File: config.mk
export PLATFORM = sky130hd
export DESIGN_NAME = dmp_param_bank
export DESIGN_NICKNAME = d
export VERILOG_FILES = /design/src/hdl/dmp_pkg.sv /design/src/hdl/dmp_param_bank.sv /design/src/hdl/dmp_fault_mem.sv
export SDC_FILE = /design/constraint.sdc
export NUM_CORES = 2
export LEC_CHECK = 0
export BUFFER_PORTS_ARGS = -buffer_cell sky130_fd_sc_hd__buf_2
export CAP_MARGIN = 20
export CORE_MARGIN = 1
export CORE_UTILIZATION = 25
export DETAILED_ROUTE_END_ITERATION = 7
export PLACE_DENSITY = 0.37
export SYNTH_ARGS = -nofsm -noshare
export SYNTH_HDL_FRONTEND = slang
export SYNTH_SLANG_ARGS = --single-unit
File: constraint.sdc
create_clock -name sys_clk -period 20.6 [get_ports sys_clk]
set_input_delay 4.12 -clock sys_clk [delete_from_list [all_inputs] [get_ports sys_clk]]
set_output_delay 4.12 -clock sys_clk [all_outputs]
set_load 0.02 [all_outputs]
File: src/hdl/dmp_pkg.sv
// dmp_pkg: constants, types and helpers of the drive monitoring parameter bank
package dmp_pkg;
  // ****************************************************************
  // timing
  // ****************************************************************
  localparam int CLK_PERIOD_NS = 10;
  localparam int SEC_NS = 1_000_000_000;
  localparam int SEC_CYCLES = SEC_NS / CLK_PERIOD_NS;

  // ****************************************************************
  // holding register addresses
  // ****************************************************************
  localparam logic [15:0] ADR_DISP1 = 16'h00aa;
  localparam logic [15:0] ADR_DISP2 = 16'h00ab;
  localparam logic [15:0] ADR_CLEAR = 16'h00ac;
  localparam logic [15:0] ADR_VOLT = 16'h00ad;
  localparam logic [15:0] ADR_CURR = 16'h00ae;
  localparam logic [15:0] ADR_DUTY = 16'h00af;
  localparam logic [15:0] ADR_FREQ = 16'h00b0;
  localparam logic [15:0] ADR_HIST1 = 16'h00b1;
  localparam logic [15:0] ADR_HIST2 = 16'h00b2;
  localparam logic [15:0] ADR_HIST3 = 16'h00b3;
  localparam logic [15:0] ADR_HIST4 = 16'h00b4;
  localparam logic [15:0] ADR_FWREV = 16'h00b5;
  localparam logic [15:0] ADR_SEC = 16'h00b6;
  localparam logic [15:0] ADR_HOURS = 16'h00b7;
  localparam logic [15:0] ADR_SCALE = 16'h00b8;
  localparam logic [15:0] ADR_BOOT = 16'h00b9;
  localparam logic [4:0] OFS_HIST = 5'(ADR_HIST1 - ADR_DISP1);

  // ****************************************************************
  // function and exception codes
  // ****************************************************************
  localparam logic [7:0] FC_READ = 8'h03;
  localparam logic [7:0] FC_WRITE = 8'h06;
  localparam logic [7:0] EXC_FLAG = 8'h80;
  localparam logic [7:0] EXC_NONE = 8'h00;
  localparam logic [7:0] EXC_FUNC = 8'h01;
  localparam logic [7:0] EXC_ADDR = 8'h02;
  localparam logic [7:0] EXC_RANGE = 8'h03;
  localparam logic [7:0] EXC_FAIL = 8'h04;

  // ****************************************************************
  // reset values, limits and codes
  // ****************************************************************
  localparam logic [15:0] DISP1_RST = 16'h0004;
  localparam logic [15:0] DISP2_RST = 16'h0005;
  localparam logic [15:0] CLEAR_RST = 16'h0000;
  localparam logic [15:0] FREQ_STD_RST = 16'h0000;
  localparam logic [15:0] SCALE_RST = 16'h03e8;
  localparam logic [15:0] BOOT_RST = 16'h0000;
  localparam logic [15:0] DISP_MAX = 16'h000b;
  localparam logic [15:0] CLEAR_MAX = 16'h000a;
  localparam logic [15:0] CLEAR_CMD = 16'h0001;
  localparam logic [15:0] SCALE_MAX = 16'h270f;
  localparam logic [15:0] BOOT_MAX = 16'h000a;
  localparam logic [15:0] SEC_MAX = 16'h0e0f;
  localparam logic [15:0] HOUR_MAX = 16'hffff;
  localparam logic [15:0] SPEED_CODE = 16'h0002;
  localparam logic [15:0] NONE_CODE = 16'h0000;
  localparam logic [15:0] FAULT_NONE = 16'h2d2d;
  localparam logic [15:0] MAX_QTY = 16'h0010;
  localparam logic [31:0] SCALE_ONE = {16'h0000, SCALE_RST};
  localparam logic [15:0] CRC_INIT = 16'hffff;
  localparam logic [15:0] CRC_POLY = 16'ha001;
  localparam logic [3:0] RX_LEN = 4'h8;
  localparam logic [3:0] MIN_LEN = 4'h4;
  localparam logic [5:0] EXC_LEN = 6'h05;
  localparam logic [5:0] WR_LEN = 6'h08;
  localparam logic [5:0] RD_OVER = 6'h05;

  // ****************************************************************
  // types
  // ****************************************************************
  typedef enum logic [4:0] {
    ST_RECV = 5'h01,
    ST_EXEC = 5'h02,
    ST_FETCH = 5'h04,
    ST_GRAB = 5'h08,
    ST_SEND = 5'h10
  } dmp_fsm_t;

  typedef struct packed {
    dmp_fsm_t fsm;
    logic [7:0][7:0] rxBuf;
    logic [3:0] rxCnt;
    logic [15:0] rxCrc;
    logic [15:0] txCrc;
    logic [5:0] txIdx;
    logic [5:0] txLen;
    logic [7:0] txByte;
    logic txValid;
    logic [7:0] excCode;
    logic [15:0] word;
    logic haveWord;
    logic [4:0] regIdx;
    logic [15:0] disp1;
    logic [15:0] disp2;
    logic [15:0] clearCmd;
    logic [15:0] scale;
    logic [15:0] boot;
    logic faultActive;
    logic clearPulse;
    logic [31:0] tickCnt;
    logic [15:0] runSec;
    logic [15:0] runHrs;
    logic dispSlot;
    logic [15:0] dispCode;
    logic [15:0] dispValue;
    logic [1:0] wrPtr;
    logic [2:0] histCnt;
  } dmp_bank_t;

  typedef struct packed {
    logic [3:0][15:0] words;
    logic [15:0] rdData;
  } dmp_mem_t;

  localparam dmp_bank_t BANK_RST = '{fsm: ST_RECV, rxCrc: CRC_INIT, txCrc: CRC_INIT,
    disp1: DISP1_RST, disp2: DISP2_RST, clearCmd: CLEAR_RST, scale: SCALE_RST,
    boot: BOOT_RST, dispSlot: 1'b1, dispCode: BOOT_RST, default: '0};

  // crc-16 over one byte, reflected polynomial
  function automatic logic [15:0] crcByte(input logic [15:0] crc, input logic [7:0] b);
    logic [15:0] c;
    c = crc ^ {8'h00, b};
    for (int i = 0; i < 8; i++) begin
      c = c[0] ? ((c >> 1) ^ CRC_POLY) : (c >> 1);
    end
    crcByte = c;
  endfunction : crcByte
endpackage : dmp_pkg

File: src/hdl/dmp_param_bank.sv
// dmp_param_bank: monitoring parameter bank answering modbus rtu requests
// How it works
// - exception reply carries function code plus 80h
// - unsupported function code gives exception 01
// - invalid register address gives exception 02
// - out-of-range written value gives exception 03
// - read-only or run-locked write gives exception 04
// - display selections accept only 0 to 11
// - selection codes name the monitored quantity
// - reset selections are 4 and 5
// - fault clear 0-10, value 1 clears fault
// - rated voltage and current read-only factory values
// - duty type read-only, 0 torque 1 fan
// - frequency standard read-only, reset 0
// - four fault entries, dash when empty
// - firmware revision read-only in hundredths
// - run seconds and total hours counters
// - speed display equals speed times coefficient divided by 1000
// - boot selection 0-10 is stored and read back only, first display code is 0
// - switching key steps through selected quantities
// - parameter number equals holding register address
// - crc-16 from ffff, low byte first
module dmp_param_bank
  import dmp_pkg::*;
#(
  parameter int SEC_COUNT = SEC_CYCLES,
  parameter logic [15:0] RATED_VOLT = 16'h017c,
  parameter logic [15:0] RATED_CURR = 16'h000a,
  parameter logic [15:0] DUTY_TYPE = 16'h0000,
  parameter logic [15:0] FREQ_STD = FREQ_STD_RST,
  parameter logic [15:0] FW_REV = 16'h0064
)
(
  input wire logic sys_clk,
  input wire logic rst,
  input wire logic [7:0] slaveAddr,
  input wire logic [7:0] rxByte,
  input wire logic rxValid,
  input wire logic rxFrameEnd,
  input wire logic txReady,
  input wire logic driveRunning,
  input wire logic faultEvent,
  input wire logic [15:0] faultCode,
  input wire logic switchKey,
  input wire logic [15:0] speedActual,
  input wire logic [15:0] monitorValue,
  output logic [7:0] txByte,
  output logic txValid,
  output logic faultActive,
  output logic faultClearPulse,
  output logic [15:0] displayCode,
  output logic [15:0] displayValue
);
  dmp_bank_t st_r;
  dmp_bank_t st_nxt;
  logic [15:0] memData;
  logic [1:0] memRdAddr;
  logic [7:0] reqFc;
  logic [15:0] reqAdr;
  logic [15:0] reqVal;
  logic [7:0] excNow;
  logic isRead;
  logic isData;
  logic [7:0] txNow;
  logic [15:0] scaled;
  logic [4:0] histK;

  // ****************************************************************
  // register decode
  // ****************************************************************
  function automatic logic [15:0] regValue(input dmp_bank_t s, input logic [15:0] hist);
    logic [15:0] adr;
    logic [4:0] k;
    adr = ADR_DISP1 + {11'h000, s.regIdx};
    k = s.regIdx - OFS_HIST;
    regValue = 16'h0000;
    if (adr == ADR_DISP1) begin
      regValue = s.disp1;
    end else if (adr == ADR_DISP2) begin
      regValue = s.disp2;
    end else if (adr == ADR_CLEAR) begin
      regValue = s.clearCmd;
    end else if (adr == ADR_VOLT) begin
      regValue = RATED_VOLT;
    end else if (adr == ADR_CURR) begin
      regValue = RATED_CURR;
    end else if (adr == ADR_DUTY) begin
      regValue = DUTY_TYPE;
    end else if (adr == ADR_FREQ) begin
      regValue = FREQ_STD;
    end else if (adr >= ADR_HIST1 && adr <= ADR_HIST4) begin
      regValue = ({2'b00, k[2:0]} < {2'b00, s.histCnt}) ? hist : FAULT_NONE;
    end else if (adr == ADR_FWREV) begin
      regValue = FW_REV;
    end else if (adr == ADR_SEC) begin
      regValue = s.runSec;
    end else if (adr == ADR_HOURS) begin
      regValue = s.runHrs;
    end else if (adr == ADR_SCALE) begin
      regValue = s.scale;
    end else if (adr == ADR_BOOT) begin
      regValue = s.boot;
    end
  endfunction : regValue

  // single register write check, returns the exception code
  function automatic logic [7:0] writeCheck(input logic [15:0] adr, input logic [15:0] val,
                                            input logic run);
    if (adr < ADR_DISP1 || adr > ADR_BOOT) begin
      writeCheck = EXC_ADDR;
    end else if (adr == ADR_DISP1 || adr == ADR_DISP2) begin
      writeCheck = run ? EXC_FAIL : ((val > DISP_MAX) ? EXC_RANGE : EXC_NONE);
    end else if (adr == ADR_CLEAR) begin
      writeCheck = (val > CLEAR_MAX) ? EXC_RANGE : EXC_NONE;
    end else if (adr == ADR_SCALE) begin
      writeCheck = (val > SCALE_MAX) ? EXC_RANGE : EXC_NONE;
    end else if (adr == ADR_BOOT) begin
      writeCheck = (val > BOOT_MAX) ? EXC_RANGE : EXC_NONE;
    end else begin
      writeCheck = EXC_FAIL;
    end
  endfunction : writeCheck

  // ****************************************************************
  // fault history store
  // ****************************************************************
  assign histK = st_r.regIdx - OFS_HIST;
  // newest record is entry one
  assign memRdAddr = st_r.wrPtr - 2'h1 - histK[1:0];

  dmp_fault_mem u_mem (
    .sys_clk(sys_clk),
    .rst(rst),
    .wrEn(faultEvent),
    .wrAddr(st_r.wrPtr),
    .wrData(faultCode),
    .rdAddr(memRdAddr),
    .rdData(memData)
  );

  // ****************************************************************
  // request decode and reply byte
  // ****************************************************************
  assign reqFc = st_r.rxBuf[1];
  assign reqAdr = {st_r.rxBuf[2], st_r.rxBuf[3]};
  assign reqVal = {st_r.rxBuf[4], st_r.rxBuf[5]};
  assign isRead = (reqFc == FC_READ);
  assign isData = isRead && (st_r.excCode == EXC_NONE) && (st_r.txIdx >= 6'h03)
                  && (st_r.txIdx < st_r.txLen - 6'h02);
  assign scaled = 16'(({16'h0000, speedActual} * {16'h0000, st_r.scale}) / SCALE_ONE);

  always_comb begin
    excNow = EXC_NONE;
    if (reqFc != FC_READ && reqFc != FC_WRITE) begin
      excNow = EXC_FUNC;
    end else if (isRead) begin
      if (reqVal == 16'h0000 || reqVal > MAX_QTY) begin
        excNow = EXC_RANGE;
      end else if (reqAdr < ADR_DISP1
                   || ({1'b0, reqAdr} + {1'b0, reqVal}) > ({1'b0, ADR_BOOT} + 17'h00001)) begin
        excNow = EXC_ADDR;
      end
    end else begin
      excNow = writeCheck(reqAdr, reqVal, driveRunning);
    end
  end

  always_comb begin
    txNow = 8'h00;
    if (st_r.txIdx == st_r.txLen - 6'h02) begin
      txNow = st_r.txCrc[7:0];
    end else if (st_r.txIdx == st_r.txLen - 6'h01) begin
      txNow = st_r.txCrc[15:8];
    end else if (st_r.txIdx == 6'h00) begin
      txNow = st_r.rxBuf[0];
    end else if (st_r.txIdx == 6'h01) begin
      txNow = (st_r.excCode != EXC_NONE) ? (reqFc | EXC_FLAG) : reqFc;
    end else if (st_r.excCode != EXC_NONE) begin
      txNow = st_r.excCode;
    end else if (isRead) begin
      if (st_r.txIdx == 6'h02) begin
        txNow = {reqVal[6:0], 1'b0};
      end else begin
        txNow = st_r.txIdx[0] ? st_r.word[15:8] : st_r.word[7:0];
      end
    end else begin
      txNow = st_r.rxBuf[st_r.txIdx[2:0]];
    end
  end

  // ****************************************************************
  // next state
  // ****************************************************************
  always_comb begin
    st_nxt = st_r;
    st_nxt.clearPulse = 1'b0;
    case (st_r.fsm)
      ST_RECV: begin
        if (rxValid) begin
          if (st_r.rxCnt < RX_LEN) begin
            st_nxt.rxBuf[st_r.rxCnt[2:0]] = rxByte;
          end
          if (st_r.rxCnt != 4'hf) begin
            st_nxt.rxCnt = st_r.rxCnt + 4'h1;
          end
          st_nxt.rxCrc = crcByte(st_r.rxCrc, rxByte);
        end else if (rxFrameEnd) begin
          st_nxt.rxCnt = 4'h0;
          st_nxt.rxCrc = CRC_INIT;
          if (st_r.rxCnt >= MIN_LEN && st_r.rxCrc == 16'h0000
              && (st_r.rxBuf[0] == slaveAddr || st_r.rxBuf[0] == 8'h00)
              && (st_r.rxCnt == RX_LEN || (reqFc != FC_READ && reqFc != FC_WRITE))) begin
            st_nxt.fsm = ST_EXEC;
          end
        end
      end
      ST_EXEC: begin
        st_nxt.excCode = excNow;
        st_nxt.txIdx = 6'h00;
        st_nxt.txCrc = CRC_INIT;
        st_nxt.haveWord = 1'b0;
        st_nxt.regIdx = 5'(reqAdr - ADR_DISP1);
        if (excNow != EXC_NONE) begin
          st_nxt.txLen = EXC_LEN;
        end else if (isRead) begin
          st_nxt.txLen = RD_OVER + {reqVal[4:0], 1'b0};
        end else begin
          st_nxt.txLen = WR_LEN;
          if (reqAdr == ADR_DISP1) begin
            st_nxt.disp1 = reqVal;
          end else if (reqAdr == ADR_DISP2) begin
            st_nxt.disp2 = reqVal;
          end else if (reqAdr == ADR_CLEAR) begin
            st_nxt.clearCmd = reqVal;
            if (reqVal == CLEAR_CMD) begin
              st_nxt.faultActive = 1'b0;
              st_nxt.clearPulse = 1'b1;
            end
          end else if (reqAdr == ADR_SCALE) begin
            st_nxt.scale = reqVal;
          end else if (reqAdr == ADR_BOOT) begin
            st_nxt.boot = reqVal;
          end
        end
        st_nxt.fsm = (st_r.rxBuf[0] == 8'h00) ? ST_RECV : ST_SEND;
      end
      ST_FETCH: begin
        st_nxt.fsm = ST_GRAB;
      end
      ST_GRAB: begin
        st_nxt.word = regValue(st_r, memData);
        st_nxt.regIdx = st_r.regIdx + 5'h01;
        st_nxt.haveWord = 1'b1;
        st_nxt.fsm = ST_SEND;
      end
      ST_SEND: begin
        if (st_r.txValid) begin
          if (txReady) begin
            st_nxt.txValid = 1'b0;
          end
        end else if (st_r.txIdx == st_r.txLen) begin
          st_nxt.fsm = ST_RECV;
        end else if (isData && st_r.txIdx[0] && !st_r.haveWord) begin
          st_nxt.fsm = ST_FETCH;
        end else begin
          st_nxt.txByte = txNow;
          st_nxt.txValid = 1'b1;
          st_nxt.txIdx = st_r.txIdx + 6'h01;
          if (st_r.txIdx < st_r.txLen - 6'h02) begin
            st_nxt.txCrc = crcByte(st_r.txCrc, txNow);
          end
          if (isData && !st_r.txIdx[0]) begin
            st_nxt.haveWord = 1'b0;
          end
        end
      end
      default: begin
        st_nxt.fsm = ST_RECV;
      end
    endcase

    // a new fault wins over a clear in the same cycle
    if (faultEvent) begin
      st_nxt.faultActive = 1'b1;
      st_nxt.wrPtr = st_r.wrPtr + 2'h1;
      if (st_r.histCnt != 3'h4) begin
        st_nxt.histCnt = st_r.histCnt + 3'h1;
      end
    end

    if (driveRunning) begin
      if (st_r.tickCnt == 32'(SEC_COUNT - 1)) begin
        st_nxt.tickCnt = 32'h00000000;
        if (st_r.runSec == SEC_MAX) begin
          st_nxt.runSec = 16'h0000;
          if (st_r.runHrs != HOUR_MAX) begin
            st_nxt.runHrs = st_r.runHrs + 16'h0001;
          end
        end else begin
          st_nxt.runSec = st_r.runSec + 16'h0001;
        end
      end else begin
        st_nxt.tickCnt = st_r.tickCnt + 32'h00000001;
      end
    end

    if (switchKey) begin
      st_nxt.dispSlot = ~st_r.dispSlot;
      st_nxt.dispCode = st_r.dispSlot ? st_r.disp1 : st_r.disp2;
    end
    if (st_r.dispCode == SPEED_CODE) begin
      st_nxt.dispValue = scaled;
    end else if (st_r.dispCode == NONE_CODE) begin
      st_nxt.dispValue = 16'h0000;
    end else begin
      st_nxt.dispValue = monitorValue;
    end
  end

  always_ff @(posedge sys_clk or posedge rst) begin
    if (rst) begin
      st_r <= BANK_RST;
    end else begin
      st_r <= st_nxt;
    end
  end

  assign txByte = st_r.txByte;
  assign txValid = st_r.txValid;
  assign faultActive = st_r.faultActive;
  assign faultClearPulse = st_r.clearPulse;
  assign displayCode = st_r.dispCode;
  assign displayValue = st_r.dispValue;

  // ****************************************************************
  // checks
  // ****************************************************************
  a_exc_fcode:
  assert property (@(posedge sys_clk) disable iff (rst)
    st_r.txValid && st_r.txIdx == 6'h02 && st_r.excCode != EXC_NONE
    |-> st_r.txByte == (reqFc | EXC_FLAG))
    else $error("exception function code wrong");

  a_exc_unsup:
  assert property (@(posedge sys_clk) disable iff (rst)
    st_r.fsm == ST_EXEC && reqFc != FC_READ && reqFc != FC_WRITE |=> st_r.excCode == EXC_FUNC)
    else $error("unsupported function not flagged");

  a_exc_addr:
  assert property (@(posedge sys_clk) disable iff (rst)
    st_r.fsm == ST_EXEC && reqFc == FC_WRITE && reqAdr > ADR_BOOT |=> st_r.excCode == EXC_ADDR)
    else $error("bad address not flagged");

  a_exc_range:
  assert property (@(posedge sys_clk) disable iff (rst)
    st_r.fsm == ST_EXEC && reqFc == FC_WRITE && reqAdr == ADR_BOOT && reqVal > BOOT_MAX
    |=> st_r.excCode == EXC_RANGE && st_r.boot == $past(st_r.boot))
    else $error("out of range write not refused");

  a_exc_ro:
  assert property (@(posedge sys_clk) disable iff (rst)
    st_r.fsm == ST_EXEC && reqFc == FC_WRITE && reqAdr == ADR_VOLT
    |=> st_r.excCode == EXC_FAIL && st_r.txLen == EXC_LEN)
    else $error("read-only write not refused");

  a_disp_limit:
  assert property (@(posedge sys_clk) disable iff (rst)
    st_r.disp1 <= DISP_MAX && st_r.disp2 <= DISP_MAX)
    else $error("display selection out of range");

  a_clear_fault:
  assert property (@(posedge sys_clk) disable iff (rst)
    st_r.fsm == ST_EXEC && excNow == EXC_NONE && reqFc == FC_WRITE && reqAdr == ADR_CLEAR
    && reqVal == CLEAR_CMD && !faultEvent |=> !st_r.faultActive && st_r.clearPulse)
    else $error("fault clear not applied");

  a_sec_wrap:
  assert property (@(posedge sys_clk) disable iff (rst)
    driveRunning && st_r.tickCnt == 32'(SEC_COUNT - 1) && st_r.runSec == SEC_MAX
    |=> st_r.runSec == 16'h0000)
    else $error("run seconds did not wrap");

  a_speed_show:
  assert property (@(posedge sys_clk) disable iff (rst)
    st_r.dispCode == SPEED_CODE |=> st_r.dispValue == $past(scaled))
    else $error("speed display not scaled");

  a_crc_start:
  assert property (@(posedge sys_clk) disable iff (rst)
    st_r.fsm == ST_EXEC |=> st_r.txCrc == CRC_INIT && st_r.txIdx == 6'h00)
    else $error("reply crc not seeded");
endmodule : dmp_param_bank

File: src/hdl/dmp_fault_mem.sv
// dmp_fault_mem: four-entry fault record store with registered read data
module dmp_fault_mem
  import dmp_pkg::*;
(
  input wire logic sys_clk,
  input wire logic rst,
  input wire logic wrEn,
  input wire logic [1:0] wrAddr,
  input wire logic [15:0] wrData,
  input wire logic [1:0] rdAddr,
  output logic [15:0] rdData
);
  dmp_mem_t st_r;
  dmp_mem_t st_nxt;

  always_comb begin
    st_nxt = st_r;
    if (wrEn) begin
      st_nxt.words[wrAddr] = wrData;
    end
    st_nxt.rdData = st_r.words[rdAddr];
  end

  always_ff @(posedge sys_clk or posedge rst) begin
    if (rst) begin
      st_r <= '0;
    end else begin
      st_r <= st_nxt;
    end
  end

  assign rdData = st_r.rdData;
endmodule : dmp_fault_mem

==> results.cfg <==
[yosys]
synth_fa_ha_area_frac = 0.1587
yosysMostFrequentCell = nand2_1
ys_seq_area_frac = 0.2791
ys_top_cells_by_area = dfrtp_1 25%, fa_1 10%, ha_1 5.2%
synth_edf_count = 0
yosys_most_used_dff = dfrtp_1
ys_warn_count = 0
synthSimpleGateAreaFrac = 0.1796
yosys_register_bits = 415
syn-num-nets = 4420
synth_top_area_frac = 0.2489
yosysTopAreaCell = dfrtp_1
synth_cell_type_count = 148
synth_cells = 3998
synth.cell_area_mm2 = 0.03740
synth_top_family_by_area = compound AO/OA/AOI/OAI gates
muxShareOfSynthArea = 0.08852
async_reset_ff_frac = 1.000
avgSynthCellArea_um2 = 9.354
synth_commonest_cells = 418 x nand2_1, 372 x dfrtp_1, 253 x inv_1, 253 x nor2_1, 213 x and2_1
synth-xor-area-share = 0.05376
synth-compound-area-share = 0.1830

[timing]
hold_slack_ns = 0.4686
rsz0062_at_grt = yes
relSlewSlack = 0.2477
slew_violations = 0
worst_pin_slew_ns = 1.125
period_share = 1.093
skew_ns = 0.04789
setup_ws_ns = -1.914
fmax_mhz = 44.42
report.final.hold_viol_count = 0
setup_tns_ns = -5.182
setup-violations-final = 4
period_minus_slack_ns = 22.51

[power_and_ir_drop]
pwr_density_cell_mw_per_mm2 = 60.44
seq_power_share = 0.403
internal-power_uw = 2010
p_sw_uw = 989.4
switching_share = 0.3298
combPwrFrac = 0.268
peakVddDrop_mv = 0.06442
leakagePower_uw = 0.02201
pwr-share-clk = 0.329

[setup_path]
cpMaxStageDelayCell = or4_4
critPathArrivalTime_ns = 23.04
end_kind = register
crit_path_start = speedActual[10]
startpoint_type = primary input
critPathMaxStageDelay_ns = 0.57
rr_startpoint = st_r[125]$_DFFE_PP1P_
timing.critical_path.required_ns = 21.13
path_class = primary input to register
cp_max_fo = 7

[die]
core.rowCount = 141
core_area_mm2 = 0.1480
dieArea_mm2 = 0.1511
die_x_um = 388.8
io_pins = 115
die_height_um = 388.8
start_util = 0.2527

[cts]
root_buffer = clkbuf_16
h-tree-depth = 2
numCtsBuffers = 48
clock_latency_ns = 0.64
cts_buffer_depth = 3
hold_buffers = 0
clk_pin_slew_ns = 0.06
cts_tree = built
cts_sinks = 415

[routing]
first_pass_iters = 5
drt_iter0_drc = 1932
drc = 0
viasPerCell = 4.781
vias = 32150
drt_wl_total_um = 126100
wl_per_cell_um = 18.76
antenna_left = 0

[run_status]
status = complete, but fails checks
violations = setup timing

[global_routing]
grt_pass1_vias = 33390
grt.overflow.total = 0
grt_start_max_net_pins = 154
grt_pass1_wl_um = 198900
grt_antenna_before_repair = 8
grt.total_usage = 0.1651

[cells_and_area]
layout-drive-gt1-share = 0.3513
stdcell_count = 6724
fillers = 15320
fin_area_mm2 = 0.04964
area_growth_pct = 32.72
final_nets = 5175

[place]
portBuffers = 114
dp.cells = 6474
dpl_cell_area_mm2 = 0.04499
routabilityCongestion = 0.8303
dp.final_hpwl_um = 96200

[hold_path]
hold_class = register to register
min-delay-start = st_r[74]$_DFFE_PP0P_

[job]
cap_violations = 0
path summary, 6_finish.rpt:
kind | endpoint | slack [ns] | cells past startpoint
worst max-delay path | displayValue[0]$_DFF_PP0_ | -1.91 | 85
worst min-delay path | st_r[74]$_DFFE_PP0P_ | 0.47 | 1
worst max register to register | displayValue[0]$_DFF_PP0_ | 0.96 | 83
worst min register to register | st_r[74]$_DFFE_PP0P_ | 0.47 | 1
max in group asynchronous | displayValue[1]$_DFF_PP0_ | 15.43 | 3
min in group asynchronous | u_mem.st_r[40]$_DFFE_PP0P_ | 3.67 | 2
repair_timing:
action,4_1_cts,5_1_grt
setup buffers,101,56
pin swaps,127,118
resized for setup,211,118
cloned,1,1
setup endpoints to repair,5,5
critical path: cells and delay by family:
kind | cells | cell delay [ns]
compound gates | 45 | 9.14
fa+ha+maj | 7 | 3.22
simple gates | 9 | 2.77
buf+inv | 19 | 2.42
mux | 4 | 1.08
xor+xnor | 1 | 0.25
cells in the final DEF, fill, tap and decap left out, types with 53 or more instances in the layout:
cell     count
buf_4      753
dfrtp_1    372
inv_1      245
buf_6       55
nor2_1     239
buf_2      104
mux2i_1     55
mux2_2     159
xnor2_1    142
a21oi_1    155
nor3_1      53
nand3_1    103
nand2_1    403
fa_1       187
xor2_1      58
ha_1       138
o21ai_0    186
and2_1     198
metrics by stage:
| step | worst slack [ns] | util | power [µW] |
|---|---|---|---|
| after floorplan | -1.748 | - | 1757 |
| after global placement | -3.338 | 0.3039 | 2028 |
| after detailed placement | -3.301 | 0.3039 | 2032 |
| after CTS | -1.862 | 0.3284 | 3043 |
| after global routing | -2.695 | 0.3353 | 3172 |
| final | -1.914 | 0.3353 | 3000 |
registers in the layout (all words and copies together), names as in the netlist, 8 cells and up:
name	count
txByte	8
st_r	252
u_mem.st_r	64
displayValue	16
reqFc	8
reqAdr	16
u_mem.rdData	16
displayCode	16
reqVal	16
power groups by stage:
stage	sequential, µW	clock [µW]	combinational (µW)
2_1_floorplan	1110	0	647
3_3_place_gp	1220	0	805
3_5_place_dp	1220	0	808
4_1_cts	1210	1020	815
5_1_grt	1230	1050	888
6_report	1210	987	804
layout make-up:
cell class / instances / area [µm²] / area share
inverter: 255 / 964.7 / 0.01944
sequential: 415 / 10440 / 0.2103
clock inverter: 25 / 437.9 / 0.008823
timing repair buffer: 929 / 7128 / 0.1436
clock buffer: 65 / 1395 / 0.02811
multi-input combinational: 3104 / 26850 / 0.5410
antenna: 1 / 2.502 / 0.00005042
tap: 1930 / 2415 / 0.04865
cell families after synthesis:
group / Yosys count
and+or+nand+nor: 1341
xor gates and xnor gates: 219
adders and majority gates: 359
AOI/OAI and AO/OA: 919
muxes: 264
DFF: 415
buffers and inverters: 481
per-layer routing:
metal,up-vias,global-route usage,part of all wire
met5,-,0,0.00040
met4,8,0.02278,0.012
met3,100,0.01740,0.028
met2,389,0.2753,0.47
met1,15940,0.2341,0.49
li1,15720,-,-
Power figures use the tool's default switching activity.
